`src/core/ccmc_pkg.sv`:
```
package ccmc_pkg;

  // default width of the shared counter and of the compare value
  localparam int unsigned CNT_W = 16;
  // width of the narrow pwm and of the frequency-output step
  localparam int unsigned NARROW_W = 8;

  // bit positions inside the per-module mode word
  localparam int unsigned MODE_W = 8;
  localparam int unsigned POS_IRQ_EN = 0;
  localparam int unsigned POS_PWM_EN = 1;
  localparam int unsigned POS_TOGGLE_EN = 2;
  localparam int unsigned POS_MATCH_EN = 3;
  localparam int unsigned POS_FALL_CAP = 4;
  localparam int unsigned POS_RISE_CAP = 5;
  localparam int unsigned POS_WIDE_SEL = 6;

  // reset values
  localparam logic RST_PIN_LEVEL = 1'b0;
  localparam logic RST_FLAG = 1'b0;
  localparam logic [CNT_W-1:0] RST_CAPTURE = 16'h0000;
  localparam logic [NARROW_W-1:0] RST_FREQ_NEXT = 8'h00;

  // output function of the module, one-hot
  typedef enum logic [4:0] {
    CCMC_FN_OFF    = 5'h01,
    CCMC_FN_TOGGLE = 5'h02,
    CCMC_FN_PWM8   = 5'h04,
    CCMC_FN_PWM16  = 5'h08,
    CCMC_FN_FREQ   = 5'h10
  } ccmc_fn_e;

  // unpacked view of the mode word
  typedef struct packed {
    logic pulse_width_wide_sel;
    logic rise_edge_capture_en;
    logic fall_edge_capture_en;
    logic compare_match_en;
    logic match_toggle_en;
    logic pulse_width_mod_en;
    logic capcomp_flag_irq_en;
  } ccmc_mode_s;

  // captured counter value with its one-cycle strobe
  typedef struct packed {
    logic valid;
    logic [CNT_W-1:0] value;
  } ccmc_capture_s;

endpackage

```
`src/core/ccmc_mode_ctrl.sv`:
```
`timescale 1ns/1ps
module ccmc_mode_ctrl #(
  parameter int unsigned CNT_W = ccmc_pkg::CNT_W
) (
  // clock, reset and clock enable
  input wire logic clock_i,
  input wire logic rst_b_i,
  input wire logic clk_en_i,
  // mode word written by software
  input wire logic [ccmc_pkg::MODE_W-1:0] counter_array_mode_reg_i,
  // shared counter and this module's compare value
  input wire logic [CNT_W-1:0] count_i,
  input wire logic count_tick_i,
  input wire logic [CNT_W-1:0] compare_i,
  // software clear of the flag
  input wire logic flag_clr_i,
  // module pin
  input wire logic module_io_pin_i,
  output logic module_io_pin_o,
  output logic module_io_pin_oe_o,
  // flag, interrupt request and capture result
  output logic capcomp_flag_o,
  output logic irq_req_o,
  output ccmc_pkg::ccmc_capture_s capture_o
);

  // the narrow pwm and frequency step need a low byte and a separate high byte, so the width is fixed at 16
  if (CNT_W != ccmc_pkg::CNT_W) begin : g_width_check
    $error("ccmc_mode_ctrl: counter width must be 16");
  end

  localparam int unsigned NW = ccmc_pkg::NARROW_W; // narrow field width

  ccmc_pkg::ccmc_mode_s mode; // unpacked mode word
  ccmc_pkg::ccmc_fn_e fn_q; // output function in force
  ccmc_pkg::ccmc_fn_e fn_d; // decoded function for the next cycle
  logic pin_q; // level driven on the module pin
  logic pin_d; // next pin level
  logic flag_q; // capture/compare flag
  logic flag_d; // next flag
  logic [NW-1:0] freq_next_q; // next low-byte match point in frequency mode
  logic [NW-1:0] freq_next_d; // its next value
  ccmc_pkg::ccmc_capture_s cap_q; // captured value and strobe
  ccmc_pkg::ccmc_capture_s cap_d; // next capture state
  logic pin_rise; // rising edge on the module pin
  logic pin_fall; // falling edge on the module pin
  logic cap_hit; // an enabled capture edge this cycle
  logic full_match; // counter equals compare on all bits
  logic low_match; // low bytes equal
  logic low_wrap; // low byte of counter at zero
  logic full_wrap; // whole counter at zero
  logic freq_match; // low byte reaches the frequency match point
  logic fn_match; // match event of the function in force

  // split the flat mode word into named fields
  always_comb begin
    mode.capcomp_flag_irq_en = counter_array_mode_reg_i[ccmc_pkg::POS_IRQ_EN];
    mode.pulse_width_mod_en = counter_array_mode_reg_i[ccmc_pkg::POS_PWM_EN];
    mode.match_toggle_en = counter_array_mode_reg_i[ccmc_pkg::POS_TOGGLE_EN];
    mode.compare_match_en = counter_array_mode_reg_i[ccmc_pkg::POS_MATCH_EN];
    mode.fall_edge_capture_en = counter_array_mode_reg_i[ccmc_pkg::POS_FALL_CAP];
    mode.rise_edge_capture_en = counter_array_mode_reg_i[ccmc_pkg::POS_RISE_CAP];
    mode.pulse_width_wide_sel = counter_array_mode_reg_i[ccmc_pkg::POS_WIDE_SEL];
  end

  // edge detector on the module pin, frozen with the rest
  ccmc_edge_det u_pin_edge (
    .clock_i (clock_i),
    .rst_b_i (rst_b_i),
    .clk_en_i (clk_en_i),
    .level_i (module_io_pin_i),
    .rise_o (pin_rise),
    .fall_o (pin_fall)
  );

  // an edge counts only if its polarity is enabled
  always_comb begin
    cap_hit = (pin_fall & mode.fall_edge_capture_en)
            | (pin_rise & mode.rise_edge_capture_en);
  end

  // compare terms, evaluated only when the counter has advanced
  always_comb begin
    full_match = count_tick_i & (count_i == compare_i);
    low_match = count_tick_i & (count_i[NW-1:0] == compare_i[NW-1:0]);
    low_wrap = count_tick_i & (count_i[NW-1:0] == '0);
    full_wrap = count_tick_i & (count_i == '0);
    freq_match = count_tick_i & (count_i[NW-1:0] == freq_next_q);
  end

  // decode the output function from toggle, pwm and width bits
  always_comb begin
    if (mode.match_toggle_en && mode.pulse_width_mod_en) begin
      fn_d = ccmc_pkg::CCMC_FN_FREQ; // both set wins over plain toggle and pwm
    end else if (mode.pulse_width_mod_en) begin
      // width select picks the resolution
      fn_d = mode.pulse_width_wide_sel ? ccmc_pkg::CCMC_FN_PWM16 : ccmc_pkg::CCMC_FN_PWM8;
    end else if (mode.match_toggle_en) begin
      fn_d = ccmc_pkg::CCMC_FN_TOGGLE;
    end else begin
      fn_d = ccmc_pkg::CCMC_FN_OFF;
    end
    if (!clk_en_i) begin
      fn_d = fn_q; // frozen
    end
  end

  // match event seen by the flag, depends on the function in force
  always_comb begin
    case (fn_q)
      ccmc_pkg::CCMC_FN_PWM8: fn_match = low_match;
      ccmc_pkg::CCMC_FN_FREQ: fn_match = freq_match;
      default: fn_match = full_match;
    endcase
  end

  // pin level and frequency step
  // pwm sets the pin at the match and clears it at the wrap, so duty grows as compare falls
  always_comb begin
    pin_d = pin_q;
    freq_next_d = freq_next_q;
    case (fn_q)
      ccmc_pkg::CCMC_FN_OFF: begin
        pin_d = pin_q; // holds its last level while undriven
        freq_next_d = compare_i[NW-1:0];
      end
      ccmc_pkg::CCMC_FN_TOGGLE: begin
        if (full_match) begin
          pin_d = ~pin_q;
        end
        freq_next_d = compare_i[NW-1:0];
      end
      ccmc_pkg::CCMC_FN_PWM8: begin
        // 8-bit resolution on the low byte
        if (low_match) begin
          pin_d = 1'b1;
        end else if (low_wrap) begin
          pin_d = 1'b0;
        end
        freq_next_d = compare_i[NW-1:0];
      end
      ccmc_pkg::CCMC_FN_PWM16: begin
        // 16-bit resolution on the full counter
        if (full_match) begin
          pin_d = 1'b1;
        end else if (full_wrap) begin
          pin_d = 1'b0;
        end
        freq_next_d = compare_i[NW-1:0];
      end
      ccmc_pkg::CCMC_FN_FREQ: begin
        // toggle and advance the match point by the high byte
        if (freq_match) begin
          pin_d = ~pin_q;
          freq_next_d = freq_next_q + compare_i[CNT_W-1:CNT_W-NW];
        end
      end
      default: begin
        pin_d = ccmc_pkg::RST_PIN_LEVEL;
        freq_next_d = ccmc_pkg::RST_FREQ_NEXT;
      end
    endcase
    if (!clk_en_i) begin
      pin_d = pin_q;
      freq_next_d = freq_next_q;
    end
  end

  // capture register and strobe
  always_comb begin
    cap_d.value = cap_q.value;
    cap_d.valid = 1'b0;
    if (cap_hit) begin
      cap_d.value = count_i; // counter copied on the edge cycle
      cap_d.valid = 1'b1;
    end
    if (!clk_en_i) begin
      cap_d = cap_q;
    end
  end

  // flag: a set in the same cycle as a clear wins, so no event is lost
  always_comb begin
    flag_d = flag_q;
    if (flag_clr_i) begin
      flag_d = 1'b0;
    end
    if (cap_hit) begin
      flag_d = 1'b1; // same cycle as the capture
    end
    if (mode.compare_match_en && fn_match) begin
      flag_d = 1'b1;
    end
    if (!clk_en_i) begin
      flag_d = flag_q;
    end
  end

  // state registers, no logic here
  always_ff @(posedge clock_i or negedge rst_b_i) begin
    if (!rst_b_i) begin
      fn_q <= ccmc_pkg::CCMC_FN_OFF;
      pin_q <= ccmc_pkg::RST_PIN_LEVEL;
      freq_next_q <= ccmc_pkg::RST_FREQ_NEXT;
      flag_q <= ccmc_pkg::RST_FLAG;
      cap_q.valid <= 1'b0;
      cap_q.value <= ccmc_pkg::RST_CAPTURE;
    end else begin
      fn_q <= fn_d;
      pin_q <= pin_d;
      freq_next_q <= freq_next_d;
      flag_q <= flag_d;
      cap_q <= cap_d;
    end
  end

  // outputs; the pin is driven only while an output function is in force
  assign module_io_pin_o = pin_q;
  assign module_io_pin_oe_o = (fn_q != ccmc_pkg::CCMC_FN_OFF);
  assign capcomp_flag_o = flag_q;
  assign irq_req_o = flag_q & mode.capcomp_flag_irq_en; // masked by bit 0
  assign capture_o = cap_q;

endmodule // ccmc_mode_ctrl

```
`src/core/ccmc_edge_det.sv`:
```
`timescale 1ns/1ps
// registers a synchronous level and flags its rising and falling edges
module ccmc_edge_det (
  // clock and reset
  input wire logic clock_i,
  input wire logic rst_b_i,
  input wire logic clk_en_i,
  // sampled level
  input wire logic level_i,
  // edge pulses, combinational from the held level
  output logic rise_o,
  output logic fall_o
);

  logic level_q; // level seen on the previous enabled edge
  logic level_d; // next value of the held level

  // sample the level only while the clock enable is high, hold it while low
  always_comb begin
    level_d = level_q;
    if (clk_en_i) begin
      level_d = level_i;
    end
  end

  // plain register, no logic here
  always_ff @(posedge clock_i or negedge rst_b_i) begin
    if (!rst_b_i) begin
      level_q <= 1'b0;
    end else begin
      level_q <= level_d;
    end
  end

  // a high pin at reset release counts as a rising edge; accepted on purpose
  assign rise_o = level_i & ~level_q;
  assign fall_o = ~level_i & level_q;

endmodule // ccmc_edge_det

```
`config.mk`:
```
export PLATFORM = sky130hd
export DESIGN_NAME = ccmc_mode_ctrl
export DESIGN_NICKNAME = d
export VERILOG_FILES = /design/src/core/ccmc_pkg.sv /design/src/core/ccmc_mode_ctrl.sv /design/src/core/ccmc_edge_det.sv
export SDC_FILE = /design/constraint.sdc
export NUM_CORES = 1
export LEC_CHECK = 0
export ABC_CLOCK_PERIOD_IN_PS = 4800
export BUFFER_PORTS_ARGS = -buffer_cell sky130_fd_sc_hd__buf_2
export CORE_ASPECT_RATIO = 1.25
export CORE_MARGIN = 4
export CORE_UTILIZATION = 55
export CTS_CLUSTER_SIZE = 28
export DETAILED_ROUTE_END_ITERATION = 10
export PLACE_DENSITY = 0.85
export REMOVE_ABC_BUFFERS = 1
export SETUP_SLACK_MARGIN = 0.5
export SLEW_MARGIN = 25
export SYNTH_ARGS = -nofsm -noshare
export SYNTH_HDL_FRONTEND = slang
export SYNTH_SLANG_ARGS = --single-unit
```
`constraint.sdc`:
```
create_clock -name clock_i -period 4.8 [get_ports clock_i]
set_clock_uncertainty 0.2 [all_clocks]
set_input_delay 0.96 -clock clock_i [delete_from_list [all_inputs] [get_ports clock_i]]
set_output_delay 0.96 -clock clock_i [all_outputs]
set_load 0.02 [all_outputs]
```
==> qor.csv, run 1 <==
metric,value,unit
IO Count,67,
Worst-Margin Slew,781,ps
DIE AREA,5000,µm²
outcome,"finished, final reports clean",
Fin Setup TNS,0,ps
Synth top area share,0.371,
syn_area_per_cell,10.2,µm²
layout overhead on the synthesized area,20.9,%
post-synth cell types,47,
Vias/cell,5.44,
initial core utilization,0.571,
post-synthesis async set-or-reset flop share,1.00,
Post-CTS Repair Setup Buffers,0,
Yosys reg bits,33,
clk sinks,33,
number of core rows,25,
final core utilization,0.690,
fin crit period,2670,ps
maximum fanout along the worst path,17,
DR vias,1823,
Slew headroom,0.478,
RSZ-0062 raised after global routing,no,
n_diodes,0,
Slew Limit Fails,0,
Total Wirelength,5020,µm
share of layout cells above drive strength 1,0.367,
yosys warns,0,
Max Freq,374,MHz
critical path startpoint category,input pin,
largest net degree at the start of global routing,34,
Iteration-0 DRC Markers,86,
Max Cap Viol,0,
critical path class,input pin to register,
worst hold path type,register to register,
# setup viols final,0,
residual DRC count,0,
Core ar.,3780,µm²
Final nets,334,
number of global-route vias before repair,1786,
VDD IR max,0.000228,V
leakage,1.19,nW
Critical Path AT,2640,ps
height of the die,78.1,µm
placer congestion estimate,0.895,
post-cts resize count,0,
first-pass GRT wire length,8340,µm
Post-Place Cells,327,
Avg WL per Cell,15.0,µm
DP HPWL,3890,µm
CTS tree,done,
Die X,64.1,µm
clock-pin slew on the worst setup and hold paths,60,ps
global route overflow,0,
endpoint class of the critical path,register,
synthesized area,2160,µm²
CTS hold repair buffers,0,
"top cells by area, synth","dfrtp_1, mux2_2, xnor2_1",
Worst Path Required,4770,ps
initial antenna violation count,0,
total CTS buffers,5,
Post-DRT Antenna Nets,0,
ys flop type,dfrtp_1,
Max Root-Sink Buffers,2,
final hold vios,0,
Final Cycle Share,0.557,
"Clk Latency, worst-skew pair",290,ps
Synth area leader,dfrtp_1,
Syn Inst Count,212,
Pre-antenna DRT Iters,4,
sequential area share after synthesis,0.383,
"EDFF count, synth",0,
Placement Cell Area,2530,µm²
H-tree levels,2,
root buf cell,clkbuf_8,
pwr dens,357,nW/µm²
fin area,2610,µm²
Fill cells,312,
Total GRT Usage,0.216,
Port Buffers,65,
non-filler instance count after layout,335,
==> synthesized netlist by cell type, types with 2 or more instances <==
library cell,instances
nor3b_4,2
a21o_1,3
o22ai_1,2
nor3b_1,2
o21ai_1,2
nor3_1,4
xnor2_1,21
o21ai_0,13
o211ai_1,2
a31oi_1,2
nand2_1,12
mux2_2,20
a22oi_1,4
a211oi_1,2
a21oi_1,7
dfrtp_1,32
o21bai_1,3
xor2_1,8
nor2_1,12
nand3_1,3
nand3b_1,5
nand2b_1,2
nand4_1,5
nor4_1,4
nor2b_1,2
ha_1,7
clkbuf_1,2
inv_1,10
==> per-stage QoR <==
stage | power [mW] | hold slack (ps) | setup WS, ps
floorplan | 0.616 | 294 | 2160
global placement | 0.726 | 283 | 1880
detailed placement | 0.735 | 287 | 1850
CTS | 0.938 | 302 | 2140
global route | 0.996 | 313 | 2000
finish | 0.933 | 300 | 2130
==> state kept, by name (all words and copies together), names as in the netlist <==
name and cells:
fn_q 5, capcomp_flag_o 1, capture_o 17, module_io_pin_o 1, u_pin_edge.level_q 1, freq_next_q 8
==> report_power, final <==
group | internal [mW] | switching [mW] | leakage, nW | total (mW)
Combinational | 0.161 | 0.194 | 0.736 | 0.354
Sequential | 0.336 | 0.0410 | 0.406 | 0.377
Clock | 0.100 | 0.101 | 0.0450 | 0.201
Total | 0.597 | 0.335 | 1.19 | 0.933
==> cells in the final DEF, fill, tap and decap left out, types with 4 or more instances in the layout <==
| cell | synthesis | final |
|---|---|---|
| a21oi_1 | 7 | 7 |
| a22oi_1 | 4 | 4 |
| buf_2 | 1 | 65 |
| clkbuf_8 | 0 | 5 |
| dfrtp_1 | 32 | 32 |
| ha_1 | 7 | 7 |
| inv_1 | 10 | 10 |
| mux2_2 | 20 | 20 |
| nand2_1 | 12 | 12 |
| nand3b_1 | 5 | 5 |
| nand4_1 | 5 | 5 |
| nor2_1 | 12 | 12 |
| nor3_1 | 4 | 4 |
| nor4_1 | 4 | 4 |
| o21ai_0 | 13 | 13 |
| xnor2_1 | 21 | 21 |
| xor2_1 | 8 | 8 |
==> critical path, cell delays in order <==
cell and delay, ps:
buf_2 130, xnor2_1 180, nand4_1 120, nor3_1 310
o21ai_4 200, nor4b_2 410, mux2_4 330
==> cell type report <==
| class | count | area, µm² | area share |
|---|---|---|---|
| multi-input combinational | 165 | 1270 | 0.487 |
| sequential | 33 | 827 | 0.317 |
| timing repair buffer | 65 | 325 | 0.125 |
| clock buffer | 6 | 72.6 | 0.0278 |
| tap | 54 | 67.6 | 0.0259 |
| inverter | 10 | 37.5 | 0.0144 |
| clock inverter | 2 | 10.0 | 0.00383 |
==> final timing paths <==
check,from,to,slack [ps],cells after the start
worst max-delay path,count_i[3],module_io_pin_o,2130,7
worst min-delay path,capture_o[13],capture_o[13],300,1
worst max register to register,fn_q[1],module_io_pin_o,2410,5
worst min register to register,capture_o[13],capture_o[13],300,1
max in group asynchronous,rst_b_i,capture_o[10],3390,1
min in group asynchronous,rst_b_i,capture_o[12],520,1
==> routing by layer <==
layer,track usage,vias up,wire length [µm]
met5,0,-,0
met3,0.0587,7,369
met1,0.258,855,2070
li1,-,898,-
met2,0.369,63,2510
met4,0.0734,0,68
==> cells by family after synthesis <==
logic type / synth area share
adder cells (fa/ha/maj): 0.0498
XOR/XNOR: 0.118
multiplexers: 0.111
AND/OR/NAND/NOR: 0.167
AO/OA/AOI/OAI: 0.144
flip-flops: 0.383
buffers and inverters: 0.0284
(Power assumes the default switching activity.)
==> run 2: changes to the inputs <==
Settings changed: ABC_AREA from default to 1, ABC_CLOCK_PERIOD_IN_PS 4800 to 2600, CORE_UTILIZATION 55 to 52, PLACE_DENSITY 0.85 to 0.8.
Clock period 4.8 ns to 2.6 ns, I/O delays scaled along.
==> qor.csv, run 2 <==
metric,value,unit,change
CTS hold repair buffers,0,,unchanged
Critical Path AT,1260,ps,-1380 ps
Tot Pwr,1.67,mW,+79%
RSZ-0062 raised after global routing,no,,
most frequent cells in the layout,"nand2_1, buf_2, inv_1",,
first-pass GRT wire length,9860,µm,+18%
DIE AREA,5650,µm²,+13%
met3 Use GR,0.0528,,-0.00588
clock-pin slew on the worst setup and hold paths,70,ps,about the same
grt peak-use layer,met2,,
initial antenna violation count,0,,unchanged
commonest cells in the netlist,"nand2_1, inv_1, dfrtp_1, nor2_1, o21ai_0",,
final setup margin,620,ps,-1510 ps
leakage,1.62,nW,+36%
placer congestion estimate,0.874,,-2.3%
largest net degree at the start of global routing,34,,unchanged
Post-DRT Antenna Nets,0,,unchanged
pwr dens,590,nW/µm²,+65%
total CTS buffers,5,,unchanged
Max Root-Sink Buffers,2,,unchanged
Vias/cell,4.96,,-8.8%
maximum fanout along the worst path,6,,-11
worst hold path type,input pin to async pin,,
Slew Limit Fails,0,,unchanged
Fin Setup TNS,0,ps,unchanged
ys flop type,dfrtp_1,,
Avg WL per Cell,12.3,µm,-18%
Core ar.,4390,µm²,+16%
Pre-antenna DRT Iters,4,,unchanged
"EDFF count, synth",0,,unchanged
outcome,"finished, final reports clean",,
Final nets,471,,+41%
DP HPWL,4600,µm,+18%
Yosys reg bits,33,,unchanged
post-synthesis async set-or-reset flop share,1.00,,unchanged
IO Count,67,,unchanged
syn_area_per_cell,6.77,µm²,-34%
Iteration-0 DRC Markers,157,,+83%
FF/Latch Area,827,µm²,unchanged
residual DRC count,0,,unchanged
cell with the most instances after synthesis,nand2_1,,
"top cells by area, synth","dfrtp_1, nand2_1, inv_1",,
n_diodes,0,,unchanged
critical path startpoint category,register,,
sequential area share after synthesis,0.353,,-0.0298
initial core utilization,0.534,,-0.0373
DR vias,2363,,+30%
post-synth cell types,34,,-28%
Synth top area share,0.342,,-0.0289
Total Wirelength,5840,µm,+16%
R2R Setup Slk,660,ps,-1750 ps
Worst Path Required,1880,ps,-2890 ps
Syn Inst Count,346,,+63%
Total GRT Usage,0.224,,+0.00856
height of the die,83.1,µm,+6.4%
share of layout cells above drive strength 1,0.242,,-0.125
Max Freq,505,MHz,
root buf cell,clkbuf_8,,
max reg flops,17,,unchanged
fin crit period,1980,ps,
Slew headroom,0.490,,+0.0127
Synth area leader,dfrtp_1,,
# setup viols final,0,,unchanged
number of core rows,27,,+8.0%
VDD IR max,0.000350,V,+54%
clk sinks,33,,unchanged
Fill cells,430,,+38%
critical path class,register to primary output,,
synthesized area,2340,µm²,+8.5%
multi-input logic area,1290,µm²,+1.5%
Die X,68.0,µm,+6.2%
Max Cap Viol,0,,unchanged
routing usage on met1,0.269,,+0.0103
"commonest non-fill, non-tap cell in the layout",nand2_1,,
pre-CTS setup slack,419,ps,-1430 ps
final core utilization,0.644,,-0.0464
"Clk Latency, worst-skew pair",290,ps,about the same
Port Buffers,65,,unchanged
endpoint class of the critical path,primary output,,
yosys warns,0,,unchanged
Final Cycle Share,0.762,,
H-tree levels,2,,unchanged
met2 GRT Util,0.371,,+0.00187
number of global-route vias before repair,2312,,+29%
CTS tree,done,,
final hold vios,0,,unchanged
layout overhead on the synthesized area,20.7,%,
global route overflow,0,,unchanged
Worst-Margin Slew,764,ps,-17.1 ps
-- run 2: cell count changes after synthesis, moves of 5 or more --
cell / delta
nand2_1: +103
inv_1: +39
mux2_2: -20
xnor2_1: -20
nand3_1: +17
nor2_1: +12
o21ai_0: +11
nand2_2: +7
inv_2: +5
nand3b_1: -5
-- run 2: through the flow --
stage,cell area (µm²),instances,hold WS [ps]
CTS,2810,474,124
global route,2830,476,171
floorplan,2330,342,24.4
finish,2830,476,102
global placement,2730,466,249
detailed placement,2730,466,253
-- run 2: what timing repair did --
action	CTS	global route
resized for setup	0	1
endpoints found under the setup margin	0	2
buffers inserted	0	2
hold endpoints to repair	0	0
-- run 2: layout make-up --
type,instances,share of cell area
repair buffers,68,0.123
flip-flops and latches,33,0.292
multi-input cells,254,0.457
inverters,55,0.0739
well taps,58,0.0257
clock buffers,8,0.0283
-- run 2: critical path: stages, from the launching register on --
cell and delay [ps]:
dfrtp_1 380, inv_1 190, nand4_1 200, buf_2 210
-- run 2: worst paths after layout --
| kind | cells after the start | from | to |
|---|---|---|---|
| max | 3 | fn_q[4] | module_io_pin_oe_o |
| min | 1 | rst_b_i | capture_o[10] |
| max reg2reg | 11 | freq_next_q[0] | freq_next_q[4] |
| min reg2reg | 2 | capture_o[9] | capture_o[9] |
| max in group asynchronous | 1 | rst_b_i | freq_next_q[7] |
| min in group clock_i | 2 | counter_array_mode_reg_i[2] | fn_q[0] |
-- run 2: cell families (layout without fill, tap and decap cells) --
logic type | Yosys count | count (layout) | share of synthesized area
AOI/OAI and AO/OA | 48 | 48 | 0.117
buffers and inverters | 59 | 131 | 0.0961
adders and majority gates | 8 | 8 | 0.0459
and+or+nand+nor | 187 | 187 | 0.347
xor gates and xnor gates | 11 | 11 | 0.0411
DFF | 33 | 33 | 0.353
-- run 2: power breakdown --
part	leakage [nW]	internal [mW]	switching, mW
logic	1.16	0.229	0.387
clock network	0.0395	0.190	0.192
registers	0.420	0.608	0.0619
-- run 2: routing by layer --
metal	up-vias	part of all wire
li1	1234	-
met1	1057	0.42
met2	57	0.49
met3	15	0.052
met4	0	0.032
met5	-	0
